==> src/pkg/apc_pkg.sv <==
// Package for the analog pin share configuration block
package apc_pkg;
	// Register indices (byte address is four times the index)
	localparam logic [7:0] IDX_CMP2_CONFIG = 8'h9b;
	localparam logic [7:0] IDX_OPAMP_MODE  = 8'h9f;
	localparam logic [7:0] IDX_PORT4_ISO   = 8'hae;
	localparam logic [7:0] IDX_PORT0_ISO   = 8'haf;
	localparam logic [7:0] IDX_ADC_MODE    = 8'hb1;
	localparam logic [7:0] IDX_PORT0_DATA  = 8'hc0;
	localparam logic [7:0] IDX_PORT4_DATA  = 8'hc1;
	localparam int ADDR_W = 10;
	// Reset values
	localparam logic [7:0] RST_REG = 8'h00;
	// Writable masks
	localparam logic [7:0] MASK_CMP2   = 8'h3f;
	localparam logic [7:0] MASK_OPAMP  = 8'h03;
	localparam logic [7:0] MASK_P4ISO  = 8'h7f;
	localparam logic [7:0] MASK_P0ISO  = 8'h0f;
	// Field positions
	localparam int CMP2_NEG_SRC_BIT   = 2;
	localparam int OPAMP_EN_BIT       = 0;
	localparam int OPAMP_POS_SRC_BIT  = 1;
	localparam int ADC_EN_BIT         = 7;
	localparam int GLOBAL_CH_EN_BIT   = 4;
	localparam int CH_SEL_LSB         = 0;
	localparam int P05_ISO_BIT        = 3;
	// Port-0 analog pins P0.2..P0.5 map to port bits 2..5
	localparam int P0_ANALOG_LSB      = 2;
	localparam int P0_PINS            = 6;
	localparam int P4_ANALOG_PINS     = 7;
	localparam int P4_PINS            = 8;
	localparam logic [2:0] CH_OPAMP_OUT = 3'h7;
	// Level shown on an isolated pin's data read
	localparam logic ISO_READ_LEVEL   = 1'b0;

	typedef struct packed {
		logic [7:0] cmp2;
		logic [7:0] opamp;
		logic [7:0] p4iso;
		logic [7:0] p0iso;
		logic [7:0] adc;
	} apc_regs_s;

	typedef struct packed {
		logic       adc_en;
		logic       adc_sel_opamp;
		logic [6:0] adc_pin_sel;
		logic       opamp_out_pin;
		logic       opamp_neg_pin;
		logic       opamp_pos_pin;
		logic       opamp_pos_gnd;
		logic       cmp2_neg_pin;
		logic       cmp2_neg_from_cmp0;
	} apc_route_s;
endpackage

==> src/design/apc_pin_share.sv <==
// Analog pin share configuration for port 0 and port 4
// What this block does
// - Port-0 isolation bits make P0.2..P0.5 analog
// - Set bit isolates digital path, clear allows both
// - Neg-source zero: P0.5 feeds comparator 2 negative
// - Neg-source one: P0.5 digital, cmp2 neg to cmp0
// - Port-4 isolation bits make pins pure analog
// - At most one port-4 pin routed to ADC
// - Global channel enable gates pin to ADC
// - Codes 0..6 pick inputs, 7 picks op-amp
// - Op-amp off: P4.0..P4.2 digital or ADC
// - Op-amp on, ADC off: P4.0..P4.2 op-amp pins
// - Plus positive-source set: P4.2 stays digital
// - Positive-source one grounds op-amp positive input
//
// Local design decision: the Wishbone interface to the registers.
`timescale 1ns/1ps
`default_nettype none
module apc_pin_share (
	input  wire logic                    clk_i,        // 125 MHz clock
	input  wire logic                    rst_i,        // Sync reset, high
	input  wire logic                    cyc_i,        // Wishbone cycle
	input  wire logic                    stb_i,        // Wishbone strobe
	input  wire logic                    we_i,         // Write enable
	input  wire logic [apc_pkg::ADDR_W-1:0] adr_i,     // Byte address
	input  wire logic [3:0]              sel_i,        // Byte selects
	input  wire logic [31:0]             dat_i,        // Write data
	output logic      [31:0]             dat_o,        // Read data
	output logic                         ack_o,        // Acknowledge
	output logic                         err_o,        // Unmapped address
	input  wire logic [5:0]              p0_pin_i,     // Port 0 pad levels
	input  wire logic [7:0]              p4_pin_i,     // Port 4 pad levels
	output logic      [3:0]              p0_dig_iso_o, // P0.2..P0.5 cut off
	output logic      [6:0]              p4_dig_iso_o, // P4.0..P4.6 cut off
	output var apc_pkg::apc_route_s      route_o       // Analog switches
);
	apc_pkg::apc_regs_s regs;
	apc_pkg::apc_route_s next_route;
	logic [5:0] p0_meta, p0_sync;
	logic [7:0] p4_meta, p4_sync;
	logic [3:0] next_p0_iso;
	logic [6:0] next_p4_iso;

	// Bus decode
	wire        req      = cyc_i & stb_i & ~ack_o & ~err_o;
	wire        wr_lane  = we_i & sel_i[0];
	wire [7:0]  idx      = 8'(adr_i[apc_pkg::ADDR_W-1:2]);
	wire        hit_cmp2 = idx == apc_pkg::IDX_CMP2_CONFIG;
	wire        hit_opm  = idx == apc_pkg::IDX_OPAMP_MODE;
	wire        hit_p4i  = idx == apc_pkg::IDX_PORT4_ISO;
	wire        hit_p0i  = idx == apc_pkg::IDX_PORT0_ISO;
	wire        hit_adc  = idx == apc_pkg::IDX_ADC_MODE;
	wire        hit_p0d  = idx == apc_pkg::IDX_PORT0_DATA;
	wire        hit_p4d  = idx == apc_pkg::IDX_PORT4_DATA;
	wire        mapped   = hit_cmp2 | hit_opm | hit_p4i | hit_p0i
		| hit_adc | hit_p0d | hit_p4d;
	wire [7:0]  wbyte    = dat_i[7:0];

	// Decoded configuration fields
	wire        neg_src  = regs.cmp2[apc_pkg::CMP2_NEG_SRC_BIT];
	wire        op_en    = regs.opamp[apc_pkg::OPAMP_EN_BIT];
	wire        op_psw   = regs.opamp[apc_pkg::OPAMP_POS_SRC_BIT];
	wire        adc_on   = regs.adc[apc_pkg::ADC_EN_BIT];
	wire        gch_en   = regs.adc[apc_pkg::GLOBAL_CH_EN_BIT];
	wire [2:0]  ch_sel   = regs.adc[apc_pkg::CH_SEL_LSB +: 3];
	wire        op_pins  = op_en & ~adc_on;
	wire        ch_op    = ch_sel == apc_pkg::CH_OPAMP_OUT;
	// One-hot pin decode: a single code can light only one pin
	wire [7:0]  ch_hot   = 8'h01 << ch_sel;
	wire [6:0]  adc_pins = gch_en ? ch_hot[6:0] : 7'h00;

	// Read mux: write-only isolation registers read as zero
	// Uses the forced P0.5 cut-off too, so a comparator pin never leaks
	wire [7:0]  p0_view  = {2'b00, (p0_sync[5:2] & ~next_p0_iso)
		| ({4{apc_pkg::ISO_READ_LEVEL}} & next_p0_iso),
		p0_sync[1:0]};
	wire [7:0]  p4_view  = {p4_sync[7], (p4_sync[6:0] & ~regs.p4iso[6:0])
		| ({7{apc_pkg::ISO_READ_LEVEL}} & regs.p4iso[6:0])};
	wire [7:0]  rd_byte  = hit_cmp2 ? regs.cmp2
		: hit_opm ? regs.opamp
		: hit_adc ? regs.adc
		: hit_p0d ? p0_view
		: hit_p4d ? p4_view
		: 8'h00;

	// Isolation: the register bit, plus P0.5 while it is cmp2's input
	always_comb begin
		next_p0_iso = regs.p0iso[3:0];
		next_p4_iso = regs.p4iso[6:0];
		next_route  = '0;
		next_route.adc_en        = adc_on;
		next_route.adc_pin_sel   = ch_op ? 7'h00 : adc_pins;
		next_route.adc_sel_opamp = gch_en & ch_op;
		next_route.opamp_out_pin = op_pins;
		next_route.opamp_neg_pin = op_pins;
		next_route.opamp_pos_pin = op_pins & ~op_psw;
		next_route.opamp_pos_gnd = op_en & op_psw;
		next_route.cmp2_neg_pin  = ~neg_src;
		next_route.cmp2_neg_from_cmp0 = neg_src;
		if (!neg_src) begin
			next_p0_iso[apc_pkg::P05_ISO_BIT] = 1'b1;
		end
	end

	always_ff @(posedge clk_i) begin
		if (rst_i) begin
			regs <= '0;
		end else if (req && wr_lane) begin
			if (hit_cmp2) regs.cmp2  <= wbyte & apc_pkg::MASK_CMP2;
			if (hit_opm)  regs.opamp <= wbyte & apc_pkg::MASK_OPAMP;
			if (hit_p4i)  regs.p4iso <= wbyte & apc_pkg::MASK_P4ISO;
			if (hit_p0i)  regs.p0iso <= wbyte & apc_pkg::MASK_P0ISO;
			if (hit_adc)  regs.adc   <= wbyte;
		end
	end

	always_ff @(posedge clk_i) begin
		if (rst_i) begin
			ack_o <= 1'b0;
			err_o <= 1'b0;
			dat_o <= 32'h0000_0000;
		end else begin
			ack_o <= req & mapped;
			err_o <= req & ~mapped;
			dat_o <= {24'h00_0000, (req & ~we_i) ? rd_byte : 8'h00};
		end
	end

	// Pads are asynchronous to the core clock
	always_ff @(posedge clk_i) begin
		if (rst_i) begin
			p0_meta <= '0;
			p0_sync <= '0;
			p4_meta <= '0;
			p4_sync <= '0;
		end else begin
			p0_meta <= p0_pin_i;
			p0_sync <= p0_meta;
			p4_meta <= p4_pin_i;
			p4_sync <= p4_meta;
		end
	end

	always_ff @(posedge clk_i) begin
		if (rst_i) begin
			p0_dig_iso_o <= '0;
			p4_dig_iso_o <= '0;
			route_o      <= '0;
		end else begin
			p0_dig_iso_o <= next_p0_iso;
			p4_dig_iso_o <= next_p4_iso;
			route_o      <= next_route;
		end
	end

	chk_adc_onehot: assert property (@(posedge clk_i) disable iff (rst_i)
		$countones(route_o.adc_pin_sel) <= 1)
		else $error("more than one port-4 pin on the ADC");
	chk_gch_gates: assert property (@(posedge clk_i) disable iff (rst_i)
		!gch_en |=> route_o.adc_pin_sel == 7'h00)
		else $error("pin routed to ADC with channels disabled");
	chk_chan_decode: assert property (@(posedge clk_i) disable iff (rst_i)
		gch_en && ch_sel != apc_pkg::CH_OPAMP_OUT
		|=> route_o.adc_pin_sel[$past(ch_sel)])
		else $error("channel code did not select its pin");
	chk_opamp_code: assert property (@(posedge clk_i) disable iff (rst_i)
		gch_en && ch_sel == apc_pkg::CH_OPAMP_OUT
		|=> route_o.adc_sel_opamp && route_o.adc_pin_sel == 7'h00)
		else $error("code seven did not pick op-amp output");
	chk_p0_iso: assert property (@(posedge clk_i) disable iff (rst_i)
		req && wr_lane && hit_p0i
		|=> ##1 p0_dig_iso_o[2:0] == $past(wbyte[2:0], 2))
		else $error("port-0 isolation not applied");
	chk_cmp2_neg: assert property (@(posedge clk_i) disable iff (rst_i)
		!neg_src |=> p0_dig_iso_o[3] && route_o.cmp2_neg_pin
		&& !route_o.cmp2_neg_from_cmp0)
		else $error("P0.5 not isolated for comparator 2");
	chk_cmp2_int: assert property (@(posedge clk_i) disable iff (rst_i)
		neg_src |=> route_o.cmp2_neg_from_cmp0 && !route_o.cmp2_neg_pin)
		else $error("comparator 2 internal tie missing");
	chk_p4_iso: assert property (@(posedge clk_i) disable iff (rst_i)
		req && wr_lane && hit_p4i
		|=> ##1 p4_dig_iso_o == $past(wbyte[6:0], 2))
		else $error("port-4 isolation not applied");
	chk_opamp_pins: assert property (@(posedge clk_i) disable iff (rst_i)
		op_en && !adc_on && !op_psw
		|=> route_o.opamp_out_pin && route_o.opamp_pos_pin)
		else $error("op-amp pins not connected");
	chk_opamp_off: assert property (@(posedge clk_i) disable iff (rst_i)
		!op_en |=> !route_o.opamp_out_pin && !route_o.opamp_neg_pin
		&& !route_o.opamp_pos_pin)
		else $error("op-amp pins driven while disabled");
	chk_pos_gnd: assert property (@(posedge clk_i) disable iff (rst_i)
		op_en && op_psw |=> route_o.opamp_pos_gnd
		&& !route_o.opamp_pos_pin)
		else $error("op-amp positive input not grounded");
	chk_iso_read: assert property (@(posedge clk_i) disable iff (rst_i)
		req && !we_i && hit_p4d && regs.p4iso[0]
		|=> dat_o[0] == apc_pkg::ISO_READ_LEVEL)
		else $error("isolated pin leaked into data read");

	// Bus handshake: one answer per request, never both kinds
	chk_ack_pulse: assert property (@(posedge clk_i) disable iff (rst_i)
		ack_o
		|=> !ack_o)
		else $error("acknowledge held longer than one cycle");

	chk_ack_err_excl: assert property (@(posedge clk_i) disable iff (rst_i)
		1'b1
		|-> !(ack_o && err_o))
		else $error("acknowledge and error raised together");

	chk_ack_timing: assert property (@(posedge clk_i) disable iff (rst_i)
		req && mapped
		|=> ack_o && !err_o)
		else $error("mapped request not acknowledged next cycle");

	chk_err_timing: assert property (@(posedge clk_i) disable iff (rst_i)
		req && !mapped
		|=> err_o && !ack_o)
		else $error("unmapped request not refused next cycle");

	chk_idle_quiet: assert property (@(posedge clk_i) disable iff (rst_i)
		!req
		|=> !ack_o && !err_o)
		else $error("answer given without a request");

	chk_rdata_upper: assert property (@(posedge clk_i) disable iff (rst_i)
		1'b1
		|-> dat_o[31:8] == 24'h00_0000)
		else $error("upper read data lanes not zero");

	chk_rd_iso_zero: assert property (@(posedge clk_i) disable iff (rst_i)
		req && !we_i && (hit_p4i || hit_p0i)
		|=> dat_o == 32'h0000_0000)
		else $error("write-only isolation register read back");

	chk_wr_no_data: assert property (@(posedge clk_i) disable iff (rst_i)
		req && we_i
		|=> dat_o == 32'h0000_0000)
		else $error("read data driven on a write");

	// Register file: only a taken, lane-0 write may change it
	chk_lane_drop: assert property (@(posedge clk_i) disable iff (rst_i)
		req && we_i && !sel_i[0]
		|=> $stable(regs))
		else $error("write without lane 0 changed a register");

	chk_read_stable: assert property (@(posedge clk_i) disable iff (rst_i)
		req && !we_i
		|=> $stable(regs))
		else $error("read changed a register");

	chk_data_idx_ro: assert property (@(posedge clk_i) disable iff (rst_i)
		req && (hit_p0d || hit_p4d)
		|=> $stable(regs))
		else $error("pad data index changed a register");

	chk_p0iso_mask: assert property (@(posedge clk_i) disable iff (rst_i)
		1'b1
		|-> regs.p0iso[7:4] == 4'h0)
		else $error("unused port-0 isolation bits set");

	chk_p4iso_mask: assert property (@(posedge clk_i) disable iff (rst_i)
		1'b1
		|-> regs.p4iso[7] == 1'b0)
		else $error("unused port-4 isolation bit set");

	chk_opamp_mask: assert property (@(posedge clk_i) disable iff (rst_i)
		1'b1
		|-> regs.opamp[7:2] == 6'h00)
		else $error("unused op-amp mode bits set");

	// Isolation outputs follow the stored bits one cycle later, except P0.5, which is forced while it is cmp2's input
	chk_p4_follow: assert property (@(posedge clk_i) disable iff (rst_i)
		1'b1
		|=> p4_dig_iso_o == $past(regs.p4iso[6:0]))
		else $error("port-4 cut-off does not follow its register");

	chk_p0_follow: assert property (@(posedge clk_i) disable iff (rst_i)
		neg_src
		|=> p0_dig_iso_o == $past(regs.p0iso[3:0]))
		else $error("port-0 cut-off does not follow its register");

	chk_cmp2_excl: assert property (@(posedge clk_i) disable iff (rst_i)
		1'b1
		|=> route_o.cmp2_neg_pin != route_o.cmp2_neg_from_cmp0)
		else $error("comparator 2 negative source not exclusive");

	// Op-amp pin routing
	chk_adc_blocks_op: assert property (@(posedge clk_i) disable iff (rst_i)
		adc_on
		|=> !route_o.opamp_out_pin && !route_o.opamp_pos_pin)
		else $error("op-amp pins routed while ADC enabled");

	chk_opamp_neg: assert property (@(posedge clk_i) disable iff (rst_i)
		op_en && !adc_on
		|=> route_o.opamp_neg_pin && route_o.opamp_out_pin)
		else $error("op-amp output or negative pin missing");

	chk_psw_frees: assert property (@(posedge clk_i) disable iff (rst_i)
		op_psw
		|=> !route_o.opamp_pos_pin)
		else $error("P4.2 held by op-amp with ground source");

	chk_gnd_off: assert property (@(posedge clk_i) disable iff (rst_i)
		!op_psw
		|=> !route_o.opamp_pos_gnd)
		else $error("op-amp positive input grounded wrongly");

	// ADC channel routing
	chk_adc_en_follow: assert property (@(posedge clk_i) disable iff (rst_i)
		1'b1
		|=> route_o.adc_en == $past(adc_on))
		else $error("ADC enable not reported");

	chk_no_op_sel: assert property (@(posedge clk_i) disable iff (rst_i)
		!gch_en
		|=> !route_o.adc_sel_opamp)
		else $error("op-amp output on ADC with channels disabled");

	chk_op_sel_nopin: assert property (@(posedge clk_i) disable iff (rst_i)
		route_o.adc_sel_opamp
		|-> route_o.adc_pin_sel == 7'h00)
		else $error("pin routed together with op-amp output");

	chk_one_pin: assert property (@(posedge clk_i) disable iff (rst_i)
		gch_en && ch_sel != apc_pkg::CH_OPAMP_OUT
		|=> $countones(route_o.adc_pin_sel) == 1)
		else $error("enabled channel did not route exactly one pin");

	// Data reads never show an isolated pin's level
	chk_p4_view: assert property (@(posedge clk_i) disable iff (rst_i)
		req && !we_i && hit_p4d
		|=> (dat_o[6:0] & $past(regs.p4iso[6:0])) == 7'h00)
		else $error("isolated port-4 pin visible in read");

	chk_p0_view: assert property (@(posedge clk_i) disable iff (rst_i)
		req && !we_i && hit_p0d
		|=> (dat_o[5:2] & $past(next_p0_iso)) == 4'h0)
		else $error("isolated port-0 pin visible in read");
endmodule // apc_pin_share
`default_nettype wire

==> config.mk <==
export PLATFORM = sky130hd
export DESIGN_NAME = apc_pin_share
export DESIGN_NICKNAME = d
export VERILOG_FILES = /design/src/pkg/apc_pkg.sv /design/src/design/apc_pin_share.sv
export SDC_FILE = /design/constraint.sdc
export NUM_CORES = 1
export LEC_CHECK = 0
export BUFFER_PORTS_ARGS = -buffer_cell sky130_fd_sc_hd__buf_2
export CAP_MARGIN = 15
export CORE_MARGIN = 2
export CORE_UTILIZATION = 52
export DETAILED_ROUTE_END_ITERATION = 8
export PLACE_DENSITY = 0.9
export SYNTH_ARGS = -nofsm -noshare
export SYNTH_HDL_FRONTEND = slang
export SYNTH_SLANG_ARGS = --single-unit
==> constraint.sdc <==
create_clock -name clk_i -period 4.23 [get_ports clk_i]
set_input_delay 0.6345 -clock clk_i [delete_from_list [all_inputs] [get_ports clk_i]]
set_output_delay 0.6345 -clock clk_i [all_outputs]
set_load 0.02 [all_outputs]
---- Word-level counts from Yosys, hierarchy flattened ----
Index checks and enable logic that the tools add are counted.
storage, ports and cells
  flip-flop bits (word level) ............. 114
  input bits .............................. 65
  output and inout bits ................... 60
  logic and storage cells ................. 76
operators by class
  eq/ne operators ......................... 8
  shift-type cells ........................ 1
  multiplexer cells ....................... 6
  bitwise logic cells ..................... 30
  reduce and logical (&&, ||, !) cells .... 8
operators by type and width
  cell                 number
  $eq 8x8->1 const B   7
  $mux 8               5
  $and 1x1->1          11
  $reduce_and 2->1     5
  $not 1->1            9
  $and 7x7->7          1
  $not 7->7            1
  $shl 1x3->7 const A  1
  $or 1x1->1           6
  $and 4x4->4          1
  $not 4->4            1
  $eq 3x3->1 const B   1
  $reduce_or 3->1      1
  $reduce_or 2->1      1
  $logic_and 1x1->1    1
  $mux 1               1

---- Depth between registers and ports, before layout ----
  depth after elaboration ................. 9
  depth in mapped cells ................... 6
  gate-level depth less buffers ........... 4

---- Worst setup path after synthesis ----
Ideal clock, no wire load.
  path kind ............................... input-to-reg
  from .................................... in cyc_i
  to ...................................... reg regs, in the netlist next_p4_iso[4]
  setup time .............................. 121 ps
  arrival time ............................ 1900 ps
  data required time ...................... 4109 ps
  slack ................................... 2209 ps
  stages on the path ...................... 5
  buffers on the path ..................... 1
  cells stage by stage .................... and4bb_2 -> nand2_2 -> or4_4 -> buf_6 -> mux2_4
on the way
  longest elaborated chain between the ends .. 5
RTL lines
  item                               line                  RTL
  from (decl)                        apc_pin_share.sv:22   input wire logic cyc_i,
  $and 1x1->1 (3 in series)          apc_pin_share.sv:45   wire req = cyc_i & stb_i & ~ack_o & ~err_o;
  $logic_and 1x1->1                  apc_pin_share.sv:108  end else if (req && wr_lane) begin
  $reduce_and 2->1 (no source line)  -
  to (decl)                          apc_pin_share.sv:37   apc_pkg::apc_regs_s regs;
No other way between the ends.
A chain may end at the register's enable or synchronous reset.

---- Final worst setup path ----
  from .................................... in adr_i[2] in the netlist's numbering
  to ...................................... reg dat_o[2]
on the way
  longest elaborated chain between the ends .. 6
  elaborated cells between the ends (all ways) .. 10
  classes of those cells .................. eq/ne (5); mux (5)
RTL lines
  item                  line                  RTL
  from (decl)           apc_pin_share.sv:25   input wire logic [apc_pkg::ADDR_W-1:0] adr_i,
  $eq 8x8->1            apc_pin_share.sv:54   wire hit_p4d = idx == apc_pkg::IDX_PORT4_DATA;
  $mux 8                apc_pin_share.sv:83   : hit_p4d ? p4_view
  $mux 8                apc_pin_share.sv:82   : hit_p0d ? p0_view
  $mux 8                apc_pin_share.sv:81   : hit_adc ? regs.adc
  $mux 8                apc_pin_share.sv:80   : hit_opm ? regs.opamp
  $mux 8 *              apc_pin_share.sv:79   wire [7:0] rd_byte = hit_cmp2 ? regs.cmp2
  to (signal assigned)  apc_pin_share.sv:125  dat_o <= {24'h00_0000, (req & ~we_i) ? rd_byte : 8'h00};
  to (decl)             apc_pin_share.sv:28   output logic [31:0] dat_o,
Every way passes the cells marked *; elsewhere a longest branch is shown, timed or not.

==> flow_summary.json <==
{
  "yosysUniqueCellTypes": 40,
  "layout_setup_ws_ns": 2.41,
  "synth.ff_latch_count": 90,
  "cts_max_path_buffers": 2,
  "cpPeakStageDelay_ns": 0.53,
  "antenna_cells": 0,
  "synth_warnings": 0,
  "holdBufCountCts": 0,
  "place_congestion": 0.831,
  "ir_worst_vdd_mv": 0.229,
  "cts.sinks": 90,
  "status": "finished, final reports clean",
  "antenna_found_initial": 0,
  "finalSetupViolCount": 0,
  "hold_viol_final": 0,
  "grt_max_degree": 50,
  "io_pins": 125,
  "chipWidth_um": 84.2,
  "cp_data_arrival_time_ns": 2.07,
  "critPathSlowestCell": "or4b_1",
  "p_switching_uw": 368,
  "avgSynthCellArea_um2": 10.2,
  "fin_crit_sh_pct": 43.1,
  "critical_path_class": "primary input to flop",
  "grt_pass1_wl_mm": 10.1,
  "slew_headroom_pct": 65.5,
  "die_height_um": 84.2,
  "initial_core_util_pct": 53.3,
  "dr.pass1.iters": 4,
  "fin_skew_ns": 0.00636,
  "fin_nets": 461,
  "synthCells": 327,
  "crit_chain": "buf_2 -> or4b_1 -> or3_1 -> a32o_1",
  "ys_seq_area_share_pct": 53.8,
  "p_sw_share_pct": 24.9,
  "dp_hpwl_mm": 4.69,
  "critPathLaunchType": "primary input",
  "ant_nets": 0,
  "multiInputGateArea_um2": 1340,
  "row_count": 29,
  "drt-initial-drc-count": 144,
  "cp_max_fo": 17,
  "syn-cell-area_um2": 3350,
  "pwr-share-clk_pct": 35.4,
  "root_buffer": "clkbuf_8",
  "vias": 2347,
  "worstSetupStartpoint": "adr_i[2]",
  "cts_made_buffers": 9,
  "grt_overflow": 0,
  "reg2reg_from": "err_o$_SDFF_PP0_",
  "dieArea_um2": 7090,
  "cts_resized": 0,
  "fin_crit_ns": 1.82,
  "vias_per_cell": 4.91,
  "tritoncts": "done",
  "wire_per_inst_um": 13.4,
  "drc_errors": 0,
  "drive_above_1_share_pct": 24.7,
  "min_path_type": "flop to flop",
  "drv_slew": 0,
  "n_fill_cell": 543,
  "area_growth_syn_to_layout_pct": 14.4,
  "worst-endpoint-required_ns": 4.47,
  "seqPwrFrac_pct": 58.5,
  "p_leak_nw": 1.78,
  "grt_pass1_vias": 2149,
  "place_ws_ns": 1.79,
  "worstMarginPinSlew_ns": 0.511,
  "p_per_area_nw_per_um2": 386,
  "combPwrFrac_pct": 6.1,
  "clkTransAtPathRegs_ns": 0.09,
  "worst_skew_pair.late_latency_ns": 0.36,
  "min_from": "p4_meta[4]$_SDFF_PP0_",
  "intPower_mw": 1.11,
  "final.setup.tns_ns": 0,
  "rsz0062_at_grt": "false",
  "htreeDepth": 3,
  "end_kind": "flop",
  "maxCapViolations": 0,
  "core_region_area_um2": 6280,
  "grt.total_usage_pct": 18.7,
  "seqCellArea_um2": 1800,
  "max_freq_mhz": 548,
  "postCtsSetupBuffers": 0,
  "routed_wl_mm": 6.42,
  "io_buffers": 71
}
## final cells by class
type | instances | area share [%]
clock buffers | 9 | 3.24
well taps | 77 | 2.52
repair buffers | 73 | 9.61
multi-input cells | 209 | 34.9
flip-flops and latches | 90 | 47.1
inverters | 13 | 1.27
clock inverters | 7 | 1.34
## metrics by stage
step / utilization [%] / hold WS (ns) / instance area, um2 / total power [mW] / cells
finish: 61.0 / 0.440 / 3830 / 1.48 / 478
global route: 61.0 / 0.462 / 3830 / 1.54 / 478
CTS: 60.9 / 0.442 / 3820 / 1.49 / 477
detailed placement: 58.1 / 0.421 / 3650 / 0.973 / 461
global placement: 58.1 / 0.418 / 3650 / 0.972 / 461
floorplan: - / 0.414 / 3430 / 0.958 / 350
## cells in the final DEF, fill, tap and decap left out, types with 2 or more instances in the layout
cell type / synthesis / routed
nand4_1: 2 / 2
and4b_1: 2 / 2
a32o_1: 3 / 3
nor4bb_1: 2 / 2
or3b_2: 2 / 2
nand3b_1: 4 / 4
clkbuf_8: 0 / 9
nand2b_1: 17 / 17
nor2_1: 34 / 34
a22o_1: 3 / 3
mux2i_1: 23 / 23
nor2b_1: 40 / 40
mux2_2: 2 / 2
nor3_1: 5 / 5
o21ai_0: 5 / 5
mux2_4: 3 / 3
a21oi_1: 3 / 3
dfxtp_1: 90 / 90
or3_1: 4 / 4
conb_1: 1 / 24
a32oi_1: 6 / 6
clkinv_2: 0 / 2
a31oi_1: 2 / 2
inv_6: 0 / 2
clkinvlp_4: 0 / 2
nand4b_1: 3 / 3
nand2_1: 8 / 8
buf_2: 1 / 71
inv_1: 13 / 13
## registers in the layout, indices dropped and copies added, names as in the netlist, 3 cells and up
register / count
route_o: 14
regs: 9
dat_o: 8
p4_meta: 8
p4_sync: 8
next_p4_iso: 7
p4_dig_iso_o: 7
p0_meta: 6
p0_sync: 6
p0_dig_iso_o: 4
ch_sel: 3
next_p0_iso: 3
## power groups by stage
stage | clock network, mW | logic (mW) | registers, mW
6_report | 0.522 | 0.0902 | 0.864
5_1_grt | 0.572 | 0.0992 | 0.865
4_1_cts | 0.539 | 0.0899 | 0.864
3_5_place_dp | 0 | 0.0896 | 0.884
3_3_place_gp | 0 | 0.0885 | 0.883
2_1_floorplan | 0 | 0.0741 | 0.884
## synth_stat cells (all sizes together)
cell type,number,share of area [%]
and4b,2,0.60
nor2b,40,7.5
a22oi,1,0.22
clkbuf,11,1.2
or3b,2,0.52
nand2b,17,3.2
nor4bb,2,0.60
nand3b,4,0.90
dfxtp,90,54
a32oi,6,1.6
and2,1,0.19
nand4,2,0.37
or3,4,0.75
a22o,3,0.79
and4,1,0.26
a32o,3,0.90
mux2,5,2.0
o21ai,5,0.75
nor4b,1,0.26
inv,13,1.5
buf,27,6.1
conb,1,0.11
nor4,1,0.19
or4b,1,0.30
nand2,9,1.1
a21oi,3,0.45
and4bb,1,0.37
a31oi,2,0.37
nand3,1,0.15
nor2,34,3.8
nor3b,1,0.22
nand4b,3,0.79
mux2i,23,6.9
nor3,5,0.75
or4,2,0.56
## cells by family after synthesis
logic type | count (synthesis) | synth area share [%]
AND/OR/NAND/NOR | 134 | 23.3
flip-flops | 90 | 53.8
buffers and inverters | 51 | 8.78
multiplexers | 28 | 8.90
AO/OA/AOI/OAI | 23 | 5.05
other | 1 | 0.112
## worst max-delay path, delay by kind of cell
family / cells / cell delay (ns)
AO/OA/AOI/OAI: 1 / 0.29
buffers and inverters: 1 / 0.27
AND/OR/NAND/NOR: 2 / 0.87
## routing by layer
| layer | up-vias | GRT usage [%] | wire, um |
|---|---|---|---|
| li1 | 1178 | - | - |
| met1 | 1075 | 23.4 | 2820 |
| met2 | 82 | 28.9 | 3010 |
| met3 | 12 | 6.29 | 456 |
| met4 | 0 | 9.24 | 125 |
| met5 | - | 0 | 0 |
## worst paths after layout
path	end	slack, ns	cells past startpoint
setup reg to reg	next_p4_iso[6]$_SDFFE_PP0P_	2.41	4
hold / removal	p4_sync[4]$_SDFF_PP0_	0.44	1
setup / recovery	dat_o[2]$_SDFF_PP0_	2.41	4
hold reg to reg	p4_sync[4]$_SDFF_PP0_	0.44	1
Power figures use the tool's default switching activity.
